## src/core/cncs_consts.vh

```
`ifndef CNCS_CONSTS_VH
`define CNCS_CONSTS_VH
// Register byte addresses of the profile 1 tuning word, LSB first
`define CNCS_ADDR_TW_B0 5'h02
`define CNCS_ADDR_TW_B1 5'h03
`define CNCS_ADDR_TW_B2 5'h04
`define CNCS_ADDR_TW_B3 5'h05
// Control byte holding bypass and multiplier fields
`define CNCS_ADDR_CTRL 5'h06
`define CNCS_CTRL_BYPASS_BIT 0
`define CNCS_CTRL_MULT_EN_BIT 1
`define CNCS_CTRL_MULT_LSB 2
`define CNCS_CTRL_MULT_MSB 6
// Status byte: multiplier valid flag and fifo fill state
`define CNCS_ADDR_STATUS 5'h07
// Reset values
`define CNCS_TW_RESET 32'h0000_0000
`define CNCS_CTRL_RESET 8'h00
// Multiplier legal range
`define CNCS_MULT_MIN 5'h04
`define CNCS_MULT_MAX 5'h14
// Filter pipeline latency in samples (centre tap plus output register)
`define CNCS_FIR_LAT 4'h9
// Sine table index width
`define CNCS_LUT_AW 8
`endif

```

## src/core/cncs_fifo.v

```verilog
`timescale 1ns/1ps
// Sample FIFO, power-of-two depth
module cncs_fifo #(
  parameter WIDTH = 12,
  parameter DEPTH = 16,
  parameter AW = 4
) (
  input wire clk,
  input wire rst,
  input wire [WIDTH-1:0] in_data,
  input wire in_valid,
  output wire in_ready,
  output wire [WIDTH-1:0] out_data,
  output wire out_valid,
  input wire out_ready
);
  reg [WIDTH-1:0] mem [0:DEPTH-1]; // Storage
  reg [AW:0] wr_ptr; // Extra bit tells full from empty
  reg [AW:0] rd_ptr;
  wire full;
  wire empty;
  assign full = (wr_ptr[AW] != rd_ptr[AW]) && (wr_ptr[AW-1:0] == rd_ptr[AW-1:0]);
  assign empty = (wr_ptr == rd_ptr);
  assign in_ready = !full;
  assign out_valid = !empty;
  assign out_data = mem[rd_ptr[AW-1:0]];
  // Pointer and storage update
  always @(posedge clk) begin
    if (rst) begin
      wr_ptr <= {(AW+1){1'b0}};
      rd_ptr <= {(AW+1){1'b0}};
    end else begin
      if (in_valid && !full) begin
        mem[wr_ptr[AW-1:0]] <= in_data;
        wr_ptr <= wr_ptr + 1'b1;
      end
      if (out_ready && !empty) begin
        rd_ptr <= rd_ptr + 1'b1;
      end
    end
  end
endmodule

```

## src/core/cncs_top.v

```verilog
`timescale 1ns/1ps
`include "cncs_consts.vh"
module cncs_top #(
  parameter DW = 12,
  parameter FIFO_DEPTH = 16,
  parameter FIFO_AW = 4
) (
  input wire clk,
  input wire rst,
  // Byte-wide register port from the serial controller
  input wire [4:0] reg_addr,
  input wire [7:0] reg_wdata,
  input wire reg_wr,
  output reg [7:0] reg_rdata,
  // Modulated sample stream from the upstream datapath
  input wire [DW-1:0] in_sample,
  input wire in_valid,
  output wire in_ready,
  // Carriers toward the modulator
  output reg [DW-1:0] carrier_sin,
  output reg [DW-1:0] carrier_cos,
  // Converter word
  output reg [DW-1:0] dac_word,
  // Multiplier setting toward the analog PLL
  output reg [4:0] ref_mult_factor,
  output reg ref_mult_enable
);
  reg [31:0] carrier_tuning_word; // Profile 1 tuning word
  reg [7:0] ctrl; // Bypass, multiplier enable, factor
  reg [31:0] phase_acc; // Oscillator phase
  reg [DW-1:0] sin_tab [0:(1<<`CNCS_LUT_AW)-1]; // Full-cycle sine table
  reg [DW-1:0] taps [0:16]; // Filter delay line
  reg signed [DW+9:0] next_acc; // Filter sum, wide to hold coefficient growth
  reg [DW-1:0] fir_out; // Saturated filter result
  wire signed [DW+1:0] fir_scaled; // Sum with the coefficient scale removed
  wire signed [DW:0] pair_sum [1:8]; // Folded sums of mirrored taps
  wire [DW-1:0] fifo_data; // Head of the sample buffer
  wire fifo_valid; // Buffer holds a sample
  wire [4:0] mult_req; // Factor field as written
  wire mult_ok; // Factor inside the legal range
  wire bypass; // Filter bypass select
  integer i; // Table build index
  integer j; // Delay line index
  integer sin_val; // One table entry before narrowing
  // Inverse-sinc coefficients, scaled by 256, centre first.
  // Odd taps pull down and even taps except the unused eighth push up, so the gain rises toward
  // half the sample rate by about the reciprocal of the hold droop.
  // Their sum, 179/256, sets the fixed insertion loss near 3.1 dB.
  localparam signed [9:0] FIR_C0 = 10'sh0d5;
  localparam signed [9:0] FIR_C1 = -10'sh014;
  localparam signed [9:0] FIR_C2 = 10'sh006;
  localparam signed [9:0] FIR_C3 = -10'sh004;
  localparam signed [9:0] FIR_C4 = 10'sh002;
  localparam signed [9:0] FIR_C5 = -10'sh001;
  localparam signed [9:0] FIR_C6 = 10'sh001;
  localparam signed [9:0] FIR_C7 = -10'sh001;
  localparam signed [9:0] FIR_C8 = 10'sh000; // Outer pair unused, kept for 17 taps
  // Converter word limits, sign-extended to the scaled sum width
  localparam signed [DW+1:0] FIR_MAX = {3'b000, {(DW-1){1'b1}}};
  localparam signed [DW+1:0] FIR_MIN = {3'b111, {(DW-1){1'b0}}};
  assign bypass = ctrl[`CNCS_CTRL_BYPASS_BIT];
  assign mult_req = ctrl[`CNCS_CTRL_MULT_MSB:`CNCS_CTRL_MULT_LSB];
  assign mult_ok = (mult_req >= `CNCS_MULT_MIN) && (mult_req <= `CNCS_MULT_MAX);
  // Table built once; a constant ROM, two's complement samples
  // Truncation toward zero keeps the table odd about the half turn
  initial begin
    for (i = 0; i < (1<<`CNCS_LUT_AW); i = i + 1) begin
      sin_val = $rtoi(2047.0 * $sin(6.283185307 * i / (1<<`CNCS_LUT_AW)));
      sin_tab[i] = sin_val[DW-1:0];
    end
  end
  // Stream buffer; drained one sample per clock whenever data waits
  // The drain never stalls, so the buffer only absorbs bursts
  // that outrun one sample per clock
  cncs_fifo #(.WIDTH(DW), .DEPTH(FIFO_DEPTH), .AW(FIFO_AW)) cncs_fifo_inst (
    .clk(clk),
    .rst(rst),
    .in_data(in_sample),
    .in_valid(in_valid),
    .in_ready(in_ready),
    .out_data(fifo_data),
    .out_valid(fifo_valid),
    .out_ready(1'b1)
  );
  // Register writes; address 2 is least significant byte
  // Each byte lands on its own, so a multi-byte change passes
  // through mixed words for a few clocks
  always @(posedge clk) begin
    if (rst) begin
      carrier_tuning_word <= `CNCS_TW_RESET;
      ctrl <= `CNCS_CTRL_RESET;
    end else if (reg_wr) begin
      case (reg_addr)
        `CNCS_ADDR_TW_B0: carrier_tuning_word[7:0] <= reg_wdata;
        `CNCS_ADDR_TW_B1: carrier_tuning_word[15:8] <= reg_wdata;
        `CNCS_ADDR_TW_B2: carrier_tuning_word[23:16] <= reg_wdata;
        `CNCS_ADDR_TW_B3: carrier_tuning_word[31:24] <= reg_wdata;
        `CNCS_ADDR_CTRL: ctrl <= reg_wdata;
        default: ctrl <= ctrl; // Unmapped writes ignored
      endcase
    end
  end
  // Register reads, combinational; unmapped reads as zero
  // Status: bit 2 buffer not empty, bit 1 buffer full, bit 0 factor legal
  always @* begin
    case (reg_addr)
      `CNCS_ADDR_TW_B0: reg_rdata = carrier_tuning_word[7:0];
      `CNCS_ADDR_TW_B1: reg_rdata = carrier_tuning_word[15:8];
      `CNCS_ADDR_TW_B2: reg_rdata = carrier_tuning_word[23:16];
      `CNCS_ADDR_TW_B3: reg_rdata = carrier_tuning_word[31:24];
      `CNCS_ADDR_CTRL: reg_rdata = ctrl;
      `CNCS_ADDR_STATUS: reg_rdata = {5'h00, fifo_valid, !in_ready, mult_ok};
      default: reg_rdata = 8'h00;
    endcase
  end
  // Multiplier outputs; illegal factor keeps PLL disabled
  // Factor output holds its last legal value, so the loop
  // never sees an out-of-range divide
  always @(posedge clk) begin
    if (rst) begin
      ref_mult_factor <= `CNCS_MULT_MIN;
      ref_mult_enable <= 1'b0;
    end else if (mult_ok) begin
      ref_mult_factor <= mult_req;
      ref_mult_enable <= ctrl[`CNCS_CTRL_MULT_EN_BIT];
    end else begin
      ref_mult_enable <= 1'b0;
    end
  end
  // Phase accumulator; wraps mod 2^32 so f = word*clk/2^32
  // Only the top eight bits address the table; the rest keep fine steps
  always @(posedge clk) begin
    if (rst) begin
      phase_acc <= 32'h0000_0000;
    end else begin
      phase_acc <= phase_acc + carrier_tuning_word;
    end
  end
  // Carrier lookup; cosine is sine advanced a quarter turn
  // Both carriers read one table, so their amplitudes match exactly
  always @(posedge clk) begin
    if (rst) begin
      carrier_sin <= {DW{1'b0}};
      carrier_cos <= {DW{1'b0}};
    end else begin
      carrier_sin <= sin_tab[phase_acc[31:24]];
      carrier_cos <= sin_tab[phase_acc[31:24] + 8'h40];
    end
  end
  // Delay line shifts every clock; empty fifo feeds zero
  // Zero fill lets an idle stream drain the filter to silence
  always @(posedge clk) begin
    if (rst) begin
      for (j = 0; j < 17; j = j + 1) taps[j] <= {DW{1'b0}};
    end else begin
      taps[0] <= fifo_valid ? fifo_data : {DW{1'b0}};
      for (j = 1; j < 17; j = j + 1) taps[j] <= taps[j-1];
    end
  end
  // Folded pre-adders; mirrored taps share one coefficient
  genvar p;
  generate
    for (p = 1; p <= 8; p = p + 1) begin : g_fold
      assign pair_sum[p] = $signed(taps[8-p]) + $signed(taps[8+p]);
    end
  endgenerate
  // Symmetric inverse-sinc sum over the centre and eight pairs.
  // Equal coefficients on mirrored taps keep the phase linear.
  always @* begin
    next_acc = $signed(taps[8]) * FIR_C0;
    next_acc = next_acc + pair_sum[1] * FIR_C1;
    next_acc = next_acc + pair_sum[2] * FIR_C2;
    next_acc = next_acc + pair_sum[3] * FIR_C3;
    next_acc = next_acc + pair_sum[4] * FIR_C4;
    next_acc = next_acc + pair_sum[5] * FIR_C5;
    next_acc = next_acc + pair_sum[6] * FIR_C6;
    next_acc = next_acc + pair_sum[7] * FIR_C7;
    next_acc = next_acc + pair_sum[8] * FIR_C8;
  end
  // Drop the coefficient scale; two guard bits remain for the clamp
  assign fir_scaled = next_acc[DW+9:8];
  // Filter output register with saturation to the word width
  // Gain above one near half rate can overflow a full-scale input
  always @(posedge clk) begin
    if (rst) begin
      fir_out <= {DW{1'b0}};
    end else begin
      if (fir_scaled > FIR_MAX) begin
        fir_out <= FIR_MAX[DW-1:0]; // Clamp high
      end else if (fir_scaled < FIR_MIN) begin
        fir_out <= FIR_MIN[DW-1:0]; // Clamp low
      end else begin
        fir_out <= fir_scaled[DW-1:0]; // In range
      end
    end
  end
  // Converter word; bypass takes fifo head with no filter delay
  // Switching mid-stream drops or repeats up to a filter delay of samples
  // The bypass path needs no clamp; samples already fit the word
  always @(posedge clk) begin
    if (rst) begin
      dac_word <= {DW{1'b0}};
    end else if (bypass) begin
      dac_word <= fifo_valid ? fifo_data : {DW{1'b0}};
    end else begin
      dac_word <= fir_out;
    end
  end
endmodule

```

## config.mk

```make
export PLATFORM = sky130hd
export DESIGN_NAME = cncs_top
export DESIGN_NICKNAME = d
export VERILOG_FILES = /design/src/core/cncs_fifo.v /design/src/core/cncs_top.v
export VERILOG_INCLUDE_DIRS = /design/src /design/src/core
export SDC_FILE = /design/constraint.sdc
export NUM_CORES = 1
export LEC_CHECK = 0
export BUFFER_PORTS_ARGS = -buffer_cell sky130_fd_sc_hd__buf_2
export CORE_MARGIN = 4
export CORE_UTILIZATION = 50
export DETAILED_ROUTE_END_ITERATION = 6
export PLACE_DENSITY = 0.7
export REMOVE_ABC_BUFFERS = 1
export SLEW_MARGIN = 5
export SYNTH_ARGS = -nofsm -noshare
export SYNTH_HDL_FRONTEND = slang
export SYNTH_HIERARCHICAL = 1
export SYNTH_SLANG_ARGS = --single-unit
```

## constraint.sdc

```tcl
create_clock -name clk -period 11 [get_ports clk]
set_input_delay 0.55 -clock clk [delete_from_list [all_inputs] [get_ports clk]]
set_output_delay 0.55 -clock clk [all_outputs]
set_load 0.05 [all_outputs]
```

; ---- Word-level counts from Yosys, hierarchy flattened
; Memory sizes are Yosys's and may differ from the RTL's. A register that Yosys moved wholly into a read port is not among the register bits.
; Cells that the tools add are included.
[op_classes]
n_mul = 3
n_reduce_logical = 12
bitwise_logic = 18
eq_ne = 9
addsub = 21
order_cmp = 4
muxes = 30
[ops]
columns = op, n
row1 = 2-to-1 mux 12 bit, 20
row2 = adder 12 x 12 -> 13 bit, 7
row3 = adder 22 bit, 3
row4 = one-hot mux 8 bit (6 select lines), 1
row5 = negation 13 -> 22 bit, 2
row6 = adder 32 bit, 1
row7 = adder 21 x 19 -> 22 bit, 1
row8 = adder 22 x 13 -> 22 bit, 1
row9 = adder 22 x 14 -> 22 bit, 1
row10 = adder 22 x 17 -> 22 bit, 1
row11 = multiplier 12 x 9 -> 21 bit (second input constant), 1
row12 = equality test 5 x 3 -> 1 bit (second input constant), 4
row13 = negation 13 -> 20 bit, 1
row14 = multiplier 13 x 4 -> 17 bit (second input constant), 1
row15 = OR 1 bit, 17
row16 = multiplier 13 x 3 -> 16 bit (second input constant), 1
row17 = greater-than comparator 14 x 12 -> 1 bit (second input constant), 1
row18 = < comparator 14 x 12 -> 1 bit (second input constant), 1
row19 = 2-to-1 mux 11 bit, 1
row20 = adder 5 x 1 -> 5 bit (second input constant), 2
row21 = equality test 5 x 2 -> 1 bit (second input constant), 2
row22 = AND reduction 2 bit, 5
row23 = adder 8 x 7 -> 8 bit (second input constant), 1
row24 = 2-to-1 mux 4 bit, 2
row25 = other kinds (10), 19
[totals]
output_inout_bits = 51
ff_bits = 112
in_bits = 29
wordCells = 113
memories = 3
mem_bits_rw = 396
romBits = 3072
[mem_list]
columns = memory, depth, width, rd, rd_ports_with_merged_regs, write_ports, line
row1 = sin_tab, 256, 12, 2, 2, 0, cncs_top.v:31  ; reg [DW-1:0] sin_tab [0:(1<<`CNCS_LUT_AW)-1];
row2 = taps, 17, 12, 16, 0, 17, cncs_top.v:32  ; reg [DW-1:0] taps [0:16];
row3 = cncs_fifo_inst.mem, 16, 12, 1, 1, 1, cncs_fifo.v:17  ; reg [WIDTH-1:0] mem [0:DEPTH-1];

; ---- Logic depth before layout (Yosys ltp)
; Gate-level depths: netlist of the first run.
; An unclocked memory read counts as a cell.
[logic_depth]
depth_word = 13
ltp_mapped = 43
depth_no_buf = 42

; ---- By module
; Netlist of the first run, hierarchy kept.
[by_module_without_submodules]
columns = module, instances, cells_each, area_per_inst_um2, seq_area_each_um2
row1 = cncs_top, 1, 2861, 25301.8, 6366.1
row2 = cncs_fifo, 1, 375, 8090.3, 6045.8

; ---- Worst setup path after synthesis of the first run
; Ideal clock, no wire load.
[synth_timing]
path_kind = flip-flop to flip-flop
start = mem taps[7][0] (netlist: taps[0][84])
end = reg fir_out[1]
slack_ns = 1.807
path_buffers = 0
period_less_slack_ns = 9.193
t_required_ns = 10.925
stages_incl_launch_ff = 41
setup_time_ns = 0.075
t_arrival_ns = 9.118
cell_sequence = dfxtp_1 -> ha_1 -> inv_1 -> fa_1 -> nor2b_1 -> o21ai_1 -> a21boi_0 -> o21ai_0 -> nand2b_1 -> xor2_1 -> xnor2_1 -> fa_1 -> inv_1 -> ha_1 -> ha_1 -> inv_1 -> o21bai_1 -> a21oi_1 -> [5 not listed] -> fa_1 -> fa_1 -> fa_1 -> inv_1 -> fa_1 -> fa_1 -> inv_1 -> fa_1 -> inv_1 -> ha_1 -> a21o_1 -> a21oi_1 -> nand2_1 -> a21o_1 -> xor2_1 -> nor3b_4 -> o21ai_2 -> o22ai_1
[synth_rtl]
columns = element, line
row1 = start: declaration, cncs_top.v:32
row2 = end signal: assignment, cncs_top.v:186  ; fir_out <= {DW{1'b0}};
row3 = end signal: assignment, cncs_top.v:189  ; fir_out <= FIR_MAX[DW-1:0];
row4 = end signal: assignment, cncs_top.v:191  ; fir_out <= FIR_MIN[DW-1:0];
row5 = end: declaration, cncs_top.v:34  ; reg [DW-1:0] fir_out;

==> flow_metrics.tcl, run 1 <==
set metrics [dict create \
    hp-class "in2reg" \
    drt_wl_total_microns 80800 \
    drive_gt1_frac 0.0996 \
    cts-root-buf "clkbuf_16" \
    violations "design-rule violations" \
    cp_max_fo 11 \
    finalSetupTns_ns 0 \
    finClkSkew_ns 0.0195 \
    synth_top_flop_cell "dfxtp_1" \
    max_freq_mhz 97.2 \
    seqPwrFrac 0.352 \
    synth_compound_area_frac 0.116 \
    start_util 0.506 \
    synth_cell_types 90 \
    avgSynthCellArea_sq_um 10.3 \
    layout_min_cycle_time_ns 10.28 \
    netSwitchingFraction 0.348 \
    cts_max_path_buffers 3 \
    nets 3777 \
    fp.dieW_microns 266 \
    synth_edf_count 192 \
    first_iter_violations 2250 \
    synth_area_leaders "dfxtp_1, edfxtp_1, fa_1, ha_1, inv_1" \
    drt_pre_antenna_iters 7 \
    worstSetupPathType "reg2reg" \
    final_cell_mix "inv_1, dfxtp_1, nor2_1" \
    cts_setup_buffers 0 \
    core_sq_um 66000 \
    cts_hold_buf 0 \
    power.leakage_nw 15.4 \
    critPathMostFrequentCell "fa_1" \
    synth_area_sq_um 33400 \
    vdd_ir_drop_max_mv 0.164 \
    cpPeakStageDelay_ns 0.63 \
    cp_slowest_cell "a2111oi_0" \
    yosys.area_share.simple 0.116 \
    multiInputGateArea_sq_um 18800 \
    yosys_register_bits 524 \
    synthCells 3236 \
    drv_slew 0 \
    whs_ns 0.245 \
    cts.clk_slew.worst_paths_ns 0.06 \
    wl_per_cell_microns 19.3 \
    hpwl_microns 58100 \
    num_vias 23400 \
    cap_viol_max_count 0 \
    seqCellArea_sq_um 12400 \
    grt_use_total 0.229 \
    gr-total-overflow 0 \
    setup_viol 0 \
    powerDensity_nw_per_um2 169 \
    drt-vias-per-instance 5.60 \
    cts_tree "built" \
    clk-insertion-delay-late_ns 0.63 \
    cts_resized 0 \
    rsz0062_at_grt "false" \
    rows 94 \
    antenna_found_initial 9 \
    fp.dieH_microns 266 \
    cp-end-kind "register" \
    pwr-share-clk 0.316 \
    drt.antenna.violating_nets 0 \
    numCtsBuffers 55 \
    portBuffers 79 \
    arrival_ns 10.78 \
    synth_mux_area_frac 0.0630 \
    p_int_w 0.00402 \
    synth_top_family_by_area "adder cells" \
    layout_commonest_cell "inv_1" \
    net-switching-power_w 0.00215 \
    maxSlewHeadroom 0.313 \
    fill_cells 5640 \
    htree_levels 2 \
    outcome "finished with violations" \
    cp.required_ns 11.50 \
    fin_crit_sh 0.935 \
    yosysTopAreaCell "dfxtp_1" \
    ys_async_sr_fraction 0 \
    p_comb_frac 0.332 \
    die_area_sq_um 71000 \
    grt_pass1_wl_microns 129000 \
    hold_violations 0 \
    grt_max_degree 96 \
    yosysTopAreaCellShare 0.199 \
    seq_area_frac_synth 0.372 \
    gp_congestion 0.964 \
    drc 5 \
    ios 80 \
    grt_pass1_vias 23000 \
    cts_sinks 524 \
    worst_pin_slew_ns 1.03 \
    synth.yosys.warnings 6 \
    area_growth_pct 9.55 \
    yosys.area_share.xor_xnor 0.0337 \
    synthAdderAreaFrac 0.232 \
    start_kind "register" \
]
## path summary, 6_finish.rpt
check | slack [ns] | end | depth (start not counted) | from
setup / recovery | 0.72 | fir_out[3]$_SDFF_PP0_ | 37 | taps[0][85]$_SDFF_PP0_
hold / removal | 0.25 | ctrl[7]$_SDFFE_PP0P_ | 3 | reg_wdata[7]
setup reg to reg | 0.72 | fir_out[3]$_SDFF_PP0_ | 37 | taps[0][85]$_SDFF_PP0_
hold reg to reg | 0.43 | taps[0][154]$_SDFF_PP0_ | 2 | taps[0][142]$_SDFF_PP0_
## flip-flops by register name, indices dropped and copies added (netlist names), named ones only
signal	cells
carrier_cos	12
carrier_sin	12
carrier_tuning_word	32
cncs_fifo_inst/mem	192
cncs_fifo_inst/rd_ptr	5
cncs_fifo_inst/wr_ptr	5
ctrl	8
dac_word	12
fir_out	12
phase_acc	32
ref_mult_enable	1
ref_mult_factor	5
taps	192
## layer usage
metal / vias to the layer above / wire length (microns) / GRT usage
met5: - / 46 / 0
met4: 8 / 1750 / 0.0535
met3: 139 / 5380 / 0.0367
met2: 811 / 36600 / 0.362
met1: 11400 / 36900 / 0.335
li1: 11100 / - / -
## per-stage QoR
step           instances  utilization  instance area, sq um  power (W)  setup WS, ns
3_5_place_dp        4074        0.525                 34700    0.00425         0.823
5_1_grt             4179        0.554                 36600    0.00653         0.130
2_1_floorplan       3096            -                 32800    0.00373          1.75
4_1_cts             4177        0.554                 36600    0.00621         0.778
3_3_place_gp        4074        0.525                 34700    0.00422          1.02
6_report            4179        0.554                 36600    0.00617         0.716
## layout make-up
| cell class | count | area share |
|---|---|---|
| multi-input combinational | 2128 | 0.515 |
| sequential | 524 | 0.340 |
| inverter | 444 | 0.0456 |
| clock buffer | 69 | 0.0407 |
| tap | 864 | 0.0296 |
| timing repair buffer | 114 | 0.0183 |
| clock inverter | 34 | 0.0116 |
| antenna | 2 | 0.000137 |
## cells in the mapped netlist, drive strengths merged, types with 28 or more instances
cell type,count
edfxtp,192
xnor2,81
fa,229
mux4,64
nor3,48
xor2,44
ha,252
buf,33
a211oi,42
a21oi,184
a31oi,29
nor2b,150
mux2i,58
inv,441
nand2,150
dfxtp,332
a21o,44
o211ai,28
nand2b,34
nand3,56
nor2,270
o21ai,116
clkbuf,108
## power groups by stage
stage | combinational, W | clock [W] | sequential (W)
after floorplan | 0.00143 | 0 | 0.00230
after global placement | 0.00200 | 0 | 0.00222
after detailed placement | 0.00203 | 0 | 0.00222
after CTS | 0.00205 | 0.00198 | 0.00218
after global routing | 0.00228 | 0.00207 | 0.00219
final | 0.00205 | 0.00195 | 0.00217
## kinds of logic (layout without fill, tap and decap cells)
kind of cell             after synthesis  after routing
buffers and inverters                585            661
multiplexers                         129            129
flip-flops                           524            524
XOR/XNOR                             126            126
AO/OA/AOI/OAI                        592            592
other                                  1              4
AND/OR/NAND/NOR                      798            798
adder cells (fa/ha/maj)              481            481
## critical path: cells and delay by family (launching register included)
| kind | cells | cell delay, ns |
|---|---|---|
| adders and majority gates | 11 | 4.67 |
| AOI/OAI and AO/OA | 14 | 3.29 |
| xor gates and xnor gates | 3 | 1.18 |
| and+or+nand+nor | 4 | 0.44 |
| DFF | 1 | 0.32 |
| buffers and inverters | 5 | 0.25 |
(Power assumes the default switching activity.)
==> inputs of run 2 (changes only) <==
- CORE_UTILIZATION: 50 -> 65
- CTS_BUF_LIST: unset -> sky130_fd_sc_hd__clkbuf_4 sky130_fd_sc_hd__clkbuf_8
- PLACE_DENSITY: 0.7 -> 0.86
==> flow_metrics.tcl, run 2 (synthesized netlist as in run 1, its figures left out) <==
set metrics [dict create \
    die_area_sq_um 55100 \
    cp.required_ns 11.62 \
    final_cell_mix "inv_1, dfxtp_1, nor2_1" \
    outcome "finished, final reports clean" \
    first_iter_violations 2414 \
    hold_start "reg_wdata[0]" \
    numCtsBuffers 85 \
    drt_wl_total_microns 85200 \
    hold-path-cell-count 3 \
    cts-root-buf "clkbuf_8" \
    num_vias 24600 \
    cp_max_fo 8 \
    fin_crit_sh 0.955 \
    antenna_found_initial 4 \
    finClkSkew_ns 0.0364 \
    cts_tree "built" \
    max_freq_mhz 95.2 \
    fp.dieH_microns 235 \
    start_util 0.662 \
    powerDensity_nw_per_um2 164 \
    layout_commonest_cell "inv_1" \
    cts_hold_buf 0 \
    worst_pin_slew_ns 0.982 \
    setup_viol 0 \
    fill_cells 3415 \
    drt.antenna.violating_nets 0 \
    clk-insertion-delay-late_ns 0.70 \
    cp-end-kind "register" \
    final_cell_area_sq_um 36100 \
    rows 82 \
    drv_slew 0 \
    grt_pass1_vias 25100 \
    layout_min_cycle_time_ns 10.50 \
    area_growth_pct 8.18 \
    fp.dieW_microns 235 \
    cap_viol_max_count 0 \
    crit_family "adder cells" \
    cts_setup_buffers 0 \
    gr-total-overflow 0 \
    arrival_ns 11.12 \
    hp-class "in2reg" \
    worstSetupPathType "reg2reg" \
    cts.clk_slew.worst_paths_ns 0.06 \
    start_kind "register" \
    cpPeakStageDelay_ns 0.54 \
    ios 80 \
    drt_pre_antenna_iters 7 \
    wl_per_cell_microns 21.1 \
    r2r_slack_ns 0.50 \
    nets 3803 \
    cts_sinks 524 \
    vdd_ir_drop_max_mv 0.203 \
    drc 0 \
    maxSlewHeadroom 0.342 \
    final_cells 4036 \
    drive_gt1_frac 0.114 \
    hpwl_microns 61400 \
    power.leakage_nw 15.3 \
    r2r_end "fir_out[3]$_SDFF_PP0_" \
    grt_pass1_wl_microns 136000 \
    htree_levels 3 \
    reg2regPathDepth 40 \
    place_inst 3878 \
    hold_violations 0 \
    cts_max_path_buffers 3 \
    drt-vias-per-instance 6.09 \
    gp_congestion 0.990 \
    holdPathEnd "ctrl[0]$_SDFFE_PP0P_" \
    r2r-start "taps[0][84]$_SDFF_PP0_" \
    grt_use_total 0.306 \
    cp_slowest_cell "fa_1" \
    worstSetupStartpoint "taps[0][84]$_SDFF_PP0_" \
    grt_max_degree 96 \
    placed_area_sq_um 34400 \
    crit_buf_inv 6 \
    core_sq_um 50500 \
    critPathMostFrequentCell "fa_1" \
    portBuffers 79 \
]
[run 2: cell types whose count changed in the layout (fill, tap and decap cells not counted), moves of 5 or more]
cell,change
clkinv_1,+6
clkbuf_4,+22
clkbuf_16,-55
clkbuf_8,+85
clkbuf_1,-8
clkinv_2,+13
bufinv_16,-5
[run 2: how the worst max path moves through the flow]
stage	endpoint	slack, ns	depth (start not counted)
finish	fir_out[3]$_SDFF_PP0_	0.50	40
global route	fir_out[3]$_SDFF_PP0_	-0.01	37
CTS	fir_out[3]$_SDFF_PP0_	0.44	40
detailed placement	fir_out[3]$_SDFF_PP0_	0.51	40
global placement	fir_out[3]$_SDFF_PP0_	0.98	40
floorplan	fir_out[1]$_SDFF_PP0_	1.75	40
[run 2: power breakdown]
group	total [W]	switching, W	internal, W
clock network	0.00169	0.000811	0.000879
registers	0.00216	0.0000606	0.00210
logic	0.00207	0.00126	0.000811
total	0.00592	0.00213	0.00379
[run 2: layout make-up]
type | count | area, sq um | area share
diodes | 2 | 5.00 | 0.000139
clock inverters | 43 | 288 | 0.00797
flip-flops and latches | 524 | 12400 | 0.344
well taps | 672 | 841 | 0.0233
inverters | 444 | 1670 | 0.0461
repair buffers | 110 | 638 | 0.0177
clock buffers | 113 | 1420 | 0.0392
multi-input cells | 2128 | 18800 | 0.522
[run 2: tightest hold or removal path, stage by stage]
cell and delay, ns:
buf_2 0.14, nand3_1 0.07, a21oi_1 0.05
[run 2: routing by layer]
metal  vias to the layer above  GRT usage  routed length, microns
li1                      11200          -                       -
met2                      1106      0.512                   42000
met5                         -    0.00433                      64
met3                       283     0.0605                    6460
met1                     12000      0.392                   33000
met4                         6      0.126                    3730
[run 2: stage by stage]
stage,hold slack [ns],power [W],utilization,setup slack [ns],TNS [ns]
after detailed placement,0.427,0.00425,0.681,0.507,0
after global routing,0.172,0.00625,0.716,-0.0100,-0.0157
final,0.168,0.00592,0.716,0.497,0
after CTS,0.119,0.00595,0.715,0.442,0
after global placement,0.423,0.00413,0.681,0.984,0
after floorplan,0.414,0.00373,-,1.75,0
[run 2: what timing repair did]
item                                   CTS  global route
setup endpoints to repair                0            11
resized for setup                        0             3
endpoints found under the hold margin    0             0
